==> src/rtl/sls_params.svh <==
/*
 * Constants of the link layer setup block: register addresses, field
 * positions, reset values and multiframe timing.
 * Assumes inclusion by bare name from the design files.
 */
`ifndef SLS_PARAMS_SVH
`define SLS_PARAMS_SVH

// ----------------------------------------------------------------------
// register addresses
// ----------------------------------------------------------------------
`define SLS_ADDR_SYNC_CONTROL   12'h03a
`define SLS_ADDR_SYNC_STATUS    12'h03b
`define SLS_ADDR_PLL_CONTROL    12'h280
`define SLS_ADDR_PLL_STATUS     12'h281
`define SLS_ADDR_LINK_CONTROL   12'h300
`define SLS_ADDR_SUBCLASS       12'h301
`define SLS_ADDR_MF_DELAY_A     12'h304
`define SLS_ADDR_MF_DELAY_B     12'h305
`define SLS_ADDR_MF_WINDOW_A    12'h306
`define SLS_ADDR_MF_WINDOW_B    12'h307
`define SLS_ADDR_XBAR_0         12'h308
`define SLS_ADDR_XBAR_1         12'h309
`define SLS_ADDR_XBAR_2         12'h30a
`define SLS_ADDR_XBAR_3         12'h30b
`define SLS_ADDR_POLARITY       12'h334

// ----------------------------------------------------------------------
// field positions and sync mode codes
// ----------------------------------------------------------------------
`define SLS_SYNC_EN_BIT         7
`define SLS_SYNC_ARM_BIT        6
`define SLS_SYNC_MODE_LSB       0
`define SLS_SYNC_LOCK_BIT       3
`define SLS_CHECKSUM_BIT        6
`define SLS_TWO_LINK_BIT        3
`define SLS_STATUS_SEL_BIT      2
`define SLS_PLL_BIT             0
`define SLS_SYNC_MODE_ONESHOT   2'h1
`define SLS_SYNC_MODE_CONT      2'h2
`define SLS_SYNC_MODE_OFF       2'h0

// ----------------------------------------------------------------------
// reset values (crossbar resets to identity map)
// ----------------------------------------------------------------------
`define SLS_RST_BYTE            8'h00
`define SLS_RST_XBAR_0          8'h08
`define SLS_RST_XBAR_1          8'h1a
`define SLS_RST_XBAR_2          8'h2c
`define SLS_RST_XBAR_3          8'h3e

// ----------------------------------------------------------------------
// multiframe timing
// ----------------------------------------------------------------------
`define SLS_LMFC_LAST           8'h1f
`define SLS_LMFC_ZERO           8'h00
`define SLS_LMFC_STEP           8'h01

`endif

==> src/rtl/sls_pkg.sv <==
/*
 * Types of the link layer setup block.
 * Assumes nothing of its surroundings.
 */
package sls_pkg;

    typedef enum logic [1:0] {
        SLS_LINK_IDLE,
        SLS_LINK_WAIT,
        SLS_LINK_LOCKED
    } sls_link_state_t;

endpackage : sls_pkg

==> src/rtl/sls_link.sv <==
/*
 * One receive link: multiframe sync machine and local multiframe clock.
 * Assumes sysref_edge is a one-cycle pulse on mclk and that all control
 * inputs are registered in the instantiating module.
 */
`timescale 1ns/1ps
`include "sls_params.svh"

module sls_link (
    input  wire logic       mclk,
    input  wire logic       reset,
    input  wire logic       link_enable,
    input  wire logic       sync_enable,
    input  wire logic       sync_arm,
    input  wire logic [1:0] sync_mode,
    input  wire logic       sysref_edge,
    output logic            locked,
    output logic            lmfc_pulse
);

    typedef struct packed {
        sls_pkg::sls_link_state_t st;
        logic [7:0]               cnt;
        logic                     pulse;
        logic                     locked;
    } sls_link_state_reg_t;

    sls_link_state_reg_t q;
    sls_link_state_reg_t d;

    // ------------------------------------------------------------------
    // sync machine
    // ------------------------------------------------------------------
    always_comb
    begin
        d = q;
        d.cnt = (q.cnt == `SLS_LMFC_LAST) ? `SLS_LMFC_ZERO : q.cnt + `SLS_LMFC_STEP;
        case (q.st)
            sls_pkg::SLS_LINK_IDLE:
            begin
                if (sync_mode != `SLS_SYNC_MODE_OFF)
                    d.st = sls_pkg::SLS_LINK_WAIT;
            end
            sls_pkg::SLS_LINK_WAIT:
            begin
                if (sync_arm && sysref_edge)
                begin
                    d.st  = sls_pkg::SLS_LINK_LOCKED;
                    d.cnt = `SLS_LMFC_ZERO;
                end
            end
            sls_pkg::SLS_LINK_LOCKED:
            begin
                // one-shot ignores later edges, continuous realigns
                if (sync_mode == `SLS_SYNC_MODE_CONT && sysref_edge)
                    d.cnt = `SLS_LMFC_ZERO;
            end
            default:
                d.st = sls_pkg::SLS_LINK_IDLE;
        endcase
        if (!link_enable || !sync_enable)
            d.st = sls_pkg::SLS_LINK_IDLE;
        d.locked = (d.st == sls_pkg::SLS_LINK_LOCKED);
        d.pulse  = d.locked && (d.cnt == `SLS_LMFC_ZERO);
    end

    always_ff @(posedge mclk or posedge reset)
    begin
        if (reset)
            q <= '{sls_pkg::SLS_LINK_IDLE, `SLS_LMFC_ZERO, 1'b0, 1'b0};
        else
            q <= d;
    end

    assign locked     = q.locked;
    assign lmfc_pulse = q.pulse;

endmodule : sls_link

==> src/rtl/sls_top.sv <==
/*
 * Receive data link layer setup: register bank, lane crossbar, lane
 * polarity, link enables, status select and SERDES PLL lock readback.
 * Assumes all inputs synchronous to mclk and a transmitter that sends
 * SYSREF edges after arming and keeps both links' parameters identical.
 */
// Behaviour
// - enabled, armed one-shot sync locks on a SYSREF edge; lock shows in sync status bit 3.
// - logical lanes with polarity mask bit set are inverted, others pass.
// - two-bit link enable field enables link 0 and link 1 independently.
// - status link select picks which link the status readback reports.
// - four crossbar registers map physical lanes onto logical lanes.
// - SERDES PLL status bit 0 reads 1 once enabled PLL is locked.
// - two links run independently; disabling one leaves the other untouched.
`timescale 1ns/1ps
`include "sls_params.svh"

module sls_top (
    input  wire logic        mclk,
    input  wire logic        reset,
    input  wire logic        reg_wr,
    input  wire logic        reg_rd,
    input  wire logic [11:0] reg_addr,
    input  wire logic [7:0]  reg_wdata,
    output logic      [7:0]  reg_rdata,
    output logic             reg_rvalid,
    input  wire logic        sysref,
    input  wire logic        serdes_pll_locked,
    input  wire logic [63:0] phys_lane_data,
    output logic      [63:0] lane_data,
    output logic      [7:0]  lane_valid,
    output logic      [1:0]  sync_locked,
    output logic      [1:0]  lmfc_pulse,
    output logic             serdes_pll_enable
);

    typedef struct packed {
        logic [7:0]      sync_ctrl;
        logic [7:0]      link_ctrl;
        logic [7:0]      subclass;
        logic [7:0]      dly_a;
        logic [7:0]      dly_b;
        logic [7:0]      win_a;
        logic [7:0]      win_b;
        logic [3:0][7:0] xbar;
        logic [7:0]      pol;
        logic            pll_en;
        logic            pll_lock;
        logic            sysref_prev;
        logic [7:0]      rdata;
        logic            rvalid;
        logic [63:0]     lanes;
        logic [7:0]      valid;
    } sls_top_state_t;

    sls_top_state_t q;
    sls_top_state_t d;
    logic           sysref_edge;
    logic [1:0]     locked;
    logic [2:0]     sel0;

    assign sysref_edge = sysref && !q.sysref_prev;
    assign sel0        = q.xbar[0][2:0];

    // ------------------------------------------------------------------
    // per-link sync machines
    // ------------------------------------------------------------------
    generate
        for (genvar g = 0; g < 2; g++)
        begin : g_link
            sls_link u_link (
                .mclk        (mclk),
                .reset       (reset),
                .link_enable (q.link_ctrl[g]),
                .sync_enable (q.sync_ctrl[`SLS_SYNC_EN_BIT]),
                .sync_arm    (q.sync_ctrl[`SLS_SYNC_ARM_BIT]),
                .sync_mode   (q.sync_ctrl[`SLS_SYNC_MODE_LSB +: 2]),
                .sysref_edge (sysref_edge),
                .locked      (locked[g]),
                .lmfc_pulse  (lmfc_pulse[g])
            );
        end
    endgenerate

    // ------------------------------------------------------------------
    // register bank and lane path
    // ------------------------------------------------------------------
    always_comb
    begin
        logic [2:0] sel;
        logic       lnk;
        sel = '0;
        lnk = '0;
        d = q;
        d.sysref_prev = sysref;
        d.pll_lock    = serdes_pll_locked;
        if (reg_wr)
        begin
            case (reg_addr)
                `SLS_ADDR_SYNC_CONTROL: d.sync_ctrl = reg_wdata;
                `SLS_ADDR_PLL_CONTROL:  d.pll_en    = reg_wdata[`SLS_PLL_BIT];
                `SLS_ADDR_LINK_CONTROL: d.link_ctrl = reg_wdata;
                `SLS_ADDR_SUBCLASS:     d.subclass  = reg_wdata;
                `SLS_ADDR_MF_DELAY_A:   d.dly_a     = reg_wdata;
                `SLS_ADDR_MF_DELAY_B:   d.dly_b     = reg_wdata;
                `SLS_ADDR_MF_WINDOW_A:  d.win_a     = reg_wdata;
                `SLS_ADDR_MF_WINDOW_B:  d.win_b     = reg_wdata;
                `SLS_ADDR_XBAR_0:       d.xbar[0]   = reg_wdata;
                `SLS_ADDR_XBAR_1:       d.xbar[1]   = reg_wdata;
                `SLS_ADDR_XBAR_2:       d.xbar[2]   = reg_wdata;
                `SLS_ADDR_XBAR_3:       d.xbar[3]   = reg_wdata;
                `SLS_ADDR_POLARITY:     d.pol       = reg_wdata;
                default:                d.pol       = q.pol;
            endcase
        end
        d.rvalid = reg_rd;
        d.rdata  = `SLS_RST_BYTE;
        if (reg_rd)
        begin
            case (reg_addr)
                `SLS_ADDR_SYNC_CONTROL: d.rdata = q.sync_ctrl;
                `SLS_ADDR_SYNC_STATUS:
                    d.rdata[`SLS_SYNC_LOCK_BIT] = locked[q.link_ctrl[`SLS_STATUS_SEL_BIT]];
                `SLS_ADDR_PLL_CONTROL:  d.rdata[`SLS_PLL_BIT] = q.pll_en;
                `SLS_ADDR_PLL_STATUS:   d.rdata[`SLS_PLL_BIT] = q.pll_en && q.pll_lock;
                `SLS_ADDR_LINK_CONTROL: d.rdata = q.link_ctrl;
                `SLS_ADDR_SUBCLASS:     d.rdata = q.subclass;
                `SLS_ADDR_MF_DELAY_A:   d.rdata = q.dly_a;
                `SLS_ADDR_MF_DELAY_B:   d.rdata = q.dly_b;
                `SLS_ADDR_MF_WINDOW_A:  d.rdata = q.win_a;
                `SLS_ADDR_MF_WINDOW_B:  d.rdata = q.win_b;
                `SLS_ADDR_XBAR_0:       d.rdata = q.xbar[0];
                `SLS_ADDR_XBAR_1:       d.rdata = q.xbar[1];
                `SLS_ADDR_XBAR_2:       d.rdata = q.xbar[2];
                `SLS_ADDR_XBAR_3:       d.rdata = q.xbar[3];
                `SLS_ADDR_POLARITY:     d.rdata = q.pol;
                default:                d.rdata = `SLS_RST_BYTE;
            endcase
        end
        for (int i = 0; i < 8; i++)
        begin
            sel = q.xbar[i / 2][(i % 2) * 3 +: 3];
            lnk = q.link_ctrl[`SLS_TWO_LINK_BIT] ? (i >= 4) : 1'b0;
            d.valid[i] = q.link_ctrl[lnk];
            d.lanes[i * 8 +: 8] = d.valid[i]
                ? (phys_lane_data[sel * 8 +: 8] ^ {8{q.pol[i]}})
                : `SLS_RST_BYTE;
        end
    end

    always_ff @(posedge mclk or posedge reset)
    begin
        if (reset)
        begin
            q           <= '0;
            q.xbar[0]   <= `SLS_RST_XBAR_0;
            q.xbar[1]   <= `SLS_RST_XBAR_1;
            q.xbar[2]   <= `SLS_RST_XBAR_2;
            q.xbar[3]   <= `SLS_RST_XBAR_3;
        end
        else
        begin
            q <= d;
        end
    end

    assign reg_rdata         = q.rdata;
    assign reg_rvalid        = q.rvalid;
    assign lane_data         = q.lanes;
    assign lane_valid        = q.valid;
    assign sync_locked       = locked;
    assign serdes_pll_enable = q.pll_en;

    // ------------------------------------------------------------------
    // checks
    // ------------------------------------------------------------------
    property p_lock_on_sysref;
        @(posedge mclk) disable iff (reset)
        (q.sync_ctrl[`SLS_SYNC_EN_BIT] && q.sync_ctrl[`SLS_SYNC_ARM_BIT] && q.link_ctrl[0]
         && $past(q.sync_ctrl[`SLS_SYNC_EN_BIT]) && $past(q.link_ctrl[0])
         && q.sync_ctrl[`SLS_SYNC_MODE_LSB +: 2] == `SLS_SYNC_MODE_ONESHOT
         && sysref_edge && !locked[0]
         && $past(q.sync_ctrl[`SLS_SYNC_MODE_LSB +: 2]) == `SLS_SYNC_MODE_ONESHOT)
        ##1 (q.sync_ctrl[`SLS_SYNC_EN_BIT] && q.link_ctrl[0]) |-> locked[0];
    endproperty
    a_lock_on_sysref: assert property (p_lock_on_sysref)
        else $error("sync lock not set after sysref edge");

    property p_polarity;
        @(posedge mclk) disable iff (reset)
        q.link_ctrl[0] |=> lane_data[7:0] ==
            ($past(phys_lane_data[sel0 * 8 +: 8]) ^ {8{$past(q.pol[0])}});
    endproperty
    a_polarity: assert property (p_polarity)
        else $error("logical lane 0 data or polarity wrong");

    property p_links_off;
        @(posedge mclk) disable iff (reset)
        (q.link_ctrl[1:0] == 2'h0) |=> (lane_valid == 8'h00 && lane_data == 64'h0);
    endproperty
    a_links_off: assert property (p_links_off)
        else $error("lane data passed with no link enabled");

    property p_status_select;
        @(posedge mclk) disable iff (reset)
        (reg_rd && reg_addr == `SLS_ADDR_SYNC_STATUS)
        |=> reg_rvalid && reg_rdata[`SLS_SYNC_LOCK_BIT] ==
            $past(locked[q.link_ctrl[`SLS_STATUS_SEL_BIT]]);
    endproperty
    a_status_select: assert property (p_status_select)
        else $error("sync status reports wrong link");

    property p_xbar_readback;
        @(posedge mclk) disable iff (reset)
        (reg_wr && reg_addr == `SLS_ADDR_XBAR_3)
        ##1 (reg_rd && !reg_wr && reg_addr == `SLS_ADDR_XBAR_3)
        |=> reg_rdata == $past(reg_wdata, 2);
    endproperty
    a_xbar_readback: assert property (p_xbar_readback)
        else $error("crossbar register lost its value");

    property p_pll_status;
        @(posedge mclk) disable iff (reset)
        (reg_rd && reg_addr == `SLS_ADDR_PLL_STATUS)
        |=> reg_rdata == {7'h00, $past(serdes_pll_enable && q.pll_lock)};
    endproperty
    a_pll_status: assert property (p_pll_status)
        else $error("pll status readback wrong");

    property p_link_ctrl_fields;
        @(posedge mclk) disable iff (reset)
        (reg_wr && reg_addr == `SLS_ADDR_LINK_CONTROL) |=>
            q.link_ctrl[`SLS_CHECKSUM_BIT] == $past(reg_wdata[`SLS_CHECKSUM_BIT])
            && q.link_ctrl[`SLS_TWO_LINK_BIT] == $past(reg_wdata[`SLS_TWO_LINK_BIT])
            && q.link_ctrl[`SLS_STATUS_SEL_BIT] == $past(reg_wdata[`SLS_STATUS_SEL_BIT]);
    endproperty
    a_link_ctrl_fields: assert property (p_link_ctrl_fields)
        else $error("link control fields not stored");

    property p_link_independent;
        @(posedge mclk) disable iff (reset)
        ($fell(q.link_ctrl[0]) && q.link_ctrl[1] && locked[1]
         && q.sync_ctrl[`SLS_SYNC_EN_BIT]) |=> locked[1];
    endproperty
    a_link_independent: assert property (p_link_independent)
        else $error("disabling link 0 disturbed link 1");

    property p_disable_clears;
        @(posedge mclk) disable iff (reset)
        $fell(q.link_ctrl[1]) |=> !locked[1] && !lane_valid[7];
    endproperty
    a_disable_clears: assert property (p_disable_clears)
        else $error("disabled link kept sync state or data");

endmodule : sls_top

==> config.mk <==
export PLATFORM = sky130hd
export DESIGN_NAME = sls_top
export DESIGN_NICKNAME = d
export VERILOG_FILES = /design/src/rtl/sls_pkg.sv /design/src/rtl/sls_link.sv /design/src/rtl/sls_top.sv
export VERILOG_INCLUDE_DIRS = /design/src /design/src/rtl
export SDC_FILE = /design/constraint.sdc
export NUM_CORES = 1
export LEC_CHECK = 0
export ABC_AREA = 1
export ABC_CLOCK_PERIOD_IN_PS = 5200
export BUFFER_PORTS_ARGS = -buffer_cell sky130_fd_sc_hd__buf_2
export CELL_PAD_IN_SITES_DETAIL_PLACEMENT = 0
export CELL_PAD_IN_SITES_GLOBAL_PLACEMENT = 1
export CORE_ASPECT_RATIO = 1.2
export CORE_MARGIN = 8
export CORE_UTILIZATION = 40
export DETAILED_ROUTE_END_ITERATION = 8
export PLACE_DENSITY_LB_ADDON = 0.05
export SYNTH_ARGS = -nofsm -noshare
export SYNTH_HDL_FRONTEND = slang
export SYNTH_HIERARCHICAL = 1
export SYNTH_SLANG_ARGS = --single-unit
==> constraint.sdc <==
create_clock -name mclk -period 5.2 [get_ports mclk]
set_input_delay 0 -clock mclk [delete_from_list [all_inputs] [get_ports mclk]]
set_output_delay 0 -clock mclk [all_outputs]
set_load 0.05 [all_outputs]
==> flow_summary.ini <==
[outcome]
status = finished, final reports clean

[run]
maxCapViolations = 0

[sta]
finalClockSkew_ns = 0.01378
finalSetupTns_ns = 0
period_needed_ns = 2.584
slew_headroom_pct = 20.19
worst_slew_pin_slew_ns = 1.197
setup_violations = 0
fin_crit_sh_pct = 49.69
timing.final.max_slew_violations = 0
hold_viol_final = 0
layout_setup_ws_ns = 2.616
max_freq_mhz = 387.0
rsz0062_at_grt = false

[clock_tree]
clkTransAtPathRegs_ns = 0.08
cts_buffer_depth = 2
root_buffer = clkbuf_16
tritoncts = built
insertion_delay_ns = 0.46
cts-htree-levels = 4
cts_sinks = 198
cts_buffers = 17

[finish]
regArea_um2 = 4970
layout-drive-gt1-share_pct = 13.85
stdcell_count = 2559
fin_nets = 2176
multi_input_area_um2 = 7540
num-fill-cells = 3789
syn_to_final_growth_pct = 7.099
final_common_cell = nand2_1
mostFrequentLayoutCells = 454 x nand2_1, 186 x dfrtp_1, 184 x nand3_1

[synth]
synthFlopType = dfrtp_1
async_flop_share_pct = 100.0
synth_top_area_share_pct = 32.44
synth.net_count = 2188
synth_area_per_cell_um2 = 6.877
synth.ff_latch_count = 198
ys_seq_area_share_pct = 34.64
syn_inst = 2086
synth-edff-count = 0
syn_area_um2 = 14350
yosys.area.top_type = dfrtp_1
synthTopCellsByArea = dfrtp_1 32%, nand2_1 12%, o211ai_1 6.7%
synth_cell_type_count = 36
yosysWarnings = 6

[route]
ant_nets = 0
first_pass_iters = 8
drt_iter0_markers = 1556
via_per_inst = 5.681
drcViolationCount = 0
routed_wl_um = 59150
wl_per_cell_um = 23.11
vias = 14540

[floorplanning]
io_pins = 176
die_w_um = 188.9
fp.dieH_um = 223.5
initial_core_util_pct = 40.23
core-area_um2 = 35660
die_area_um2 = 42210
fp-row-count = 76

[critical_path]
path_delay_family = flip-flops
critPathMaxFanout = 50
slowest_stage = dfstp_2
crit_required_ns = 5.55
crit_path_start_kind = flip-flop
cp_data_arrival_time_ns = 2.93
path_class = reg2reg
slowest_delay_ns = 1.07
cp-end-kind = flip-flop
crit_chain = clkinv_1 -> nand2_1 -> nand3_1 -> o211ai_1 -> a21oi_1 -> nor3_1
critPathBufInv = 1

[hold_path]
hold_path.class = in2reg

[pwr]
pwr_density_cell_nw_per_um2 = 218.3
leakagePower_nw = 7.343
vdd_ir_drop_max_mv = 0.2169

[global_routing]
grt-ovfl-total = 0
antenna_found_initial = 5
grt_use_total_pct = 27.56
grt_start_max_net_pins = 70
grt_pass1_vias = 13700
grt_pass1_wl_um = 88060

[placed_design]
numPortBuffers = 175
place_inst = 2516
hpwl_um = 41050
place_ws_ns = 2.702
place.gp.congestion = 0.9066
-- metrics by stage --
stage	total power [mW]	utilization [%]	hold slack [ns]	area (µm²)
6_report	3.354	43.09	0.03313	15360
4_1_cts	3.388	43.06	0.02475	15350
3_3_place_gp	1.930	41.10	0.07803	14660
3_5_place_dp	1.933	41.10	0.08708	14660
2_1_floorplan	1.758	-	-0.1353	14350
5_1_grt	3.473	43.07	0.07012	15360
-- cell families (layout without fill, tap and decap cells) --
group,Yosys count,in the layout,share of synthesized area [%]
simple gates,987,987,31.68
compound gates,501,501,19.71
buf+inv,386,387,12.80
flops,198,198,34.64
fa+ha+maj,12,12,1.047
xor+xnor,2,2,0.1221
other cells,0,4,0
-- sequential cells by signal, summed over array words and instances (netlist names) --
register	flops
lane_data	64
g_link.u_link/q	20
serdes_pll_enable	1
g_link.u_link/locked	2
q	98
reg_rdata	8
lane_valid	2
reg_rvalid	1
g_link.u_link/lmfc_pulse	2
-- power by group --
group,internal (mW),switching (mW)
clock,0.740,0.701
combinational,0.0779,0.281
sequential,1.54,0.00977
total,2.36,0.991
-- worst paths after layout --
check / start / endpoint / depth (start not counted) / slack [ns]
max: q[119]$_DFFE_PP1P_ / lane_data[63]$_DFF_PP0_ / 6 / 2.62
min: reg_addr[9] / serdes_pll_enable$_DFFE_PP0P_ / 5 / 0.03
max reg2reg: q[119]$_DFFE_PP1P_ / lane_data[63]$_DFF_PP0_ / 6 / 2.62
min reg2reg: q[164]$_DFFE_PP0P_ / lane_valid[3]$_DFF_PP0_ / 0 / 0.45
max in group asynchronous: reset / lane_data[43]$_DFF_PP0_ / 4 / 3.77
min in group asynchronous: reset / reg_rvalid$_DFF_PP0_ / 3 / 0.14
-- what timing repair did --
item / 4_1_cts / 5_1_grt
hold endpoints to repair: 80 / 0
hold buffers: 7 / 0
setup buffers: 0 / 0
resized for setup: 0 / 0
-- area by class of cell --
type,instances,share of cell area (%)
diodes,4,0.06515
clock buffers,17,2.769
multi-input cells,1502,49.07
flip-flops and latches,198,32.35
repair buffers,190,6.547
well taps,468,3.811
inverters,165,4.064
clock inverters,15,1.327
-- cell usage after synthesis, types with 3 or more instances --
| library cell | n |
|---|---|
| clkinv_1 | 12 |
| o21ai_1 | 70 |
| inv_2 | 7 |
| dfrtp_1 | 186 |
| nor3_1 | 67 |
| and3_1 | 66 |
| nand2_2 | 17 |
| buf_6 | 4 |
| o211ai_1 | 128 |
| buf_4 | 82 |
| ha_1 | 12 |
| inv_1 | 146 |
| buf_2 | 39 |
| nor2_4 | 11 |
| dfstp_2 | 12 |
| nand4_1 | 22 |
| o21ai_0 | 173 |
| nand2_1 | 454 |
| buf_1 | 17 |
| nand4_2 | 3 |
| nor2_2 | 13 |
| a21oi_1 | 130 |
| nor2_1 | 136 |
| nand3_1 | 184 |
| clkbuf_1 | 78 |
-- per-layer routing --
metal / vias up / track usage (%) / wire, µm
met3: 157 / 6.639 / 4858
met5: - / 0.3601 / 31
met2: 674 / 44.46 / 27430
met4: 4 / 14.09 / 3080
li1: 6923 / - / -
met1: 6779 / 33.80 / 23750
-- tightest hold or removal path: stages --
cell and delay [ns]:
buf_2 0.12, nand2_1 0.06, nor2_1 0.06, nand4_1 0.11, o21ai_0 0.08
Note: power is estimated with default switching activity, not from simulation.
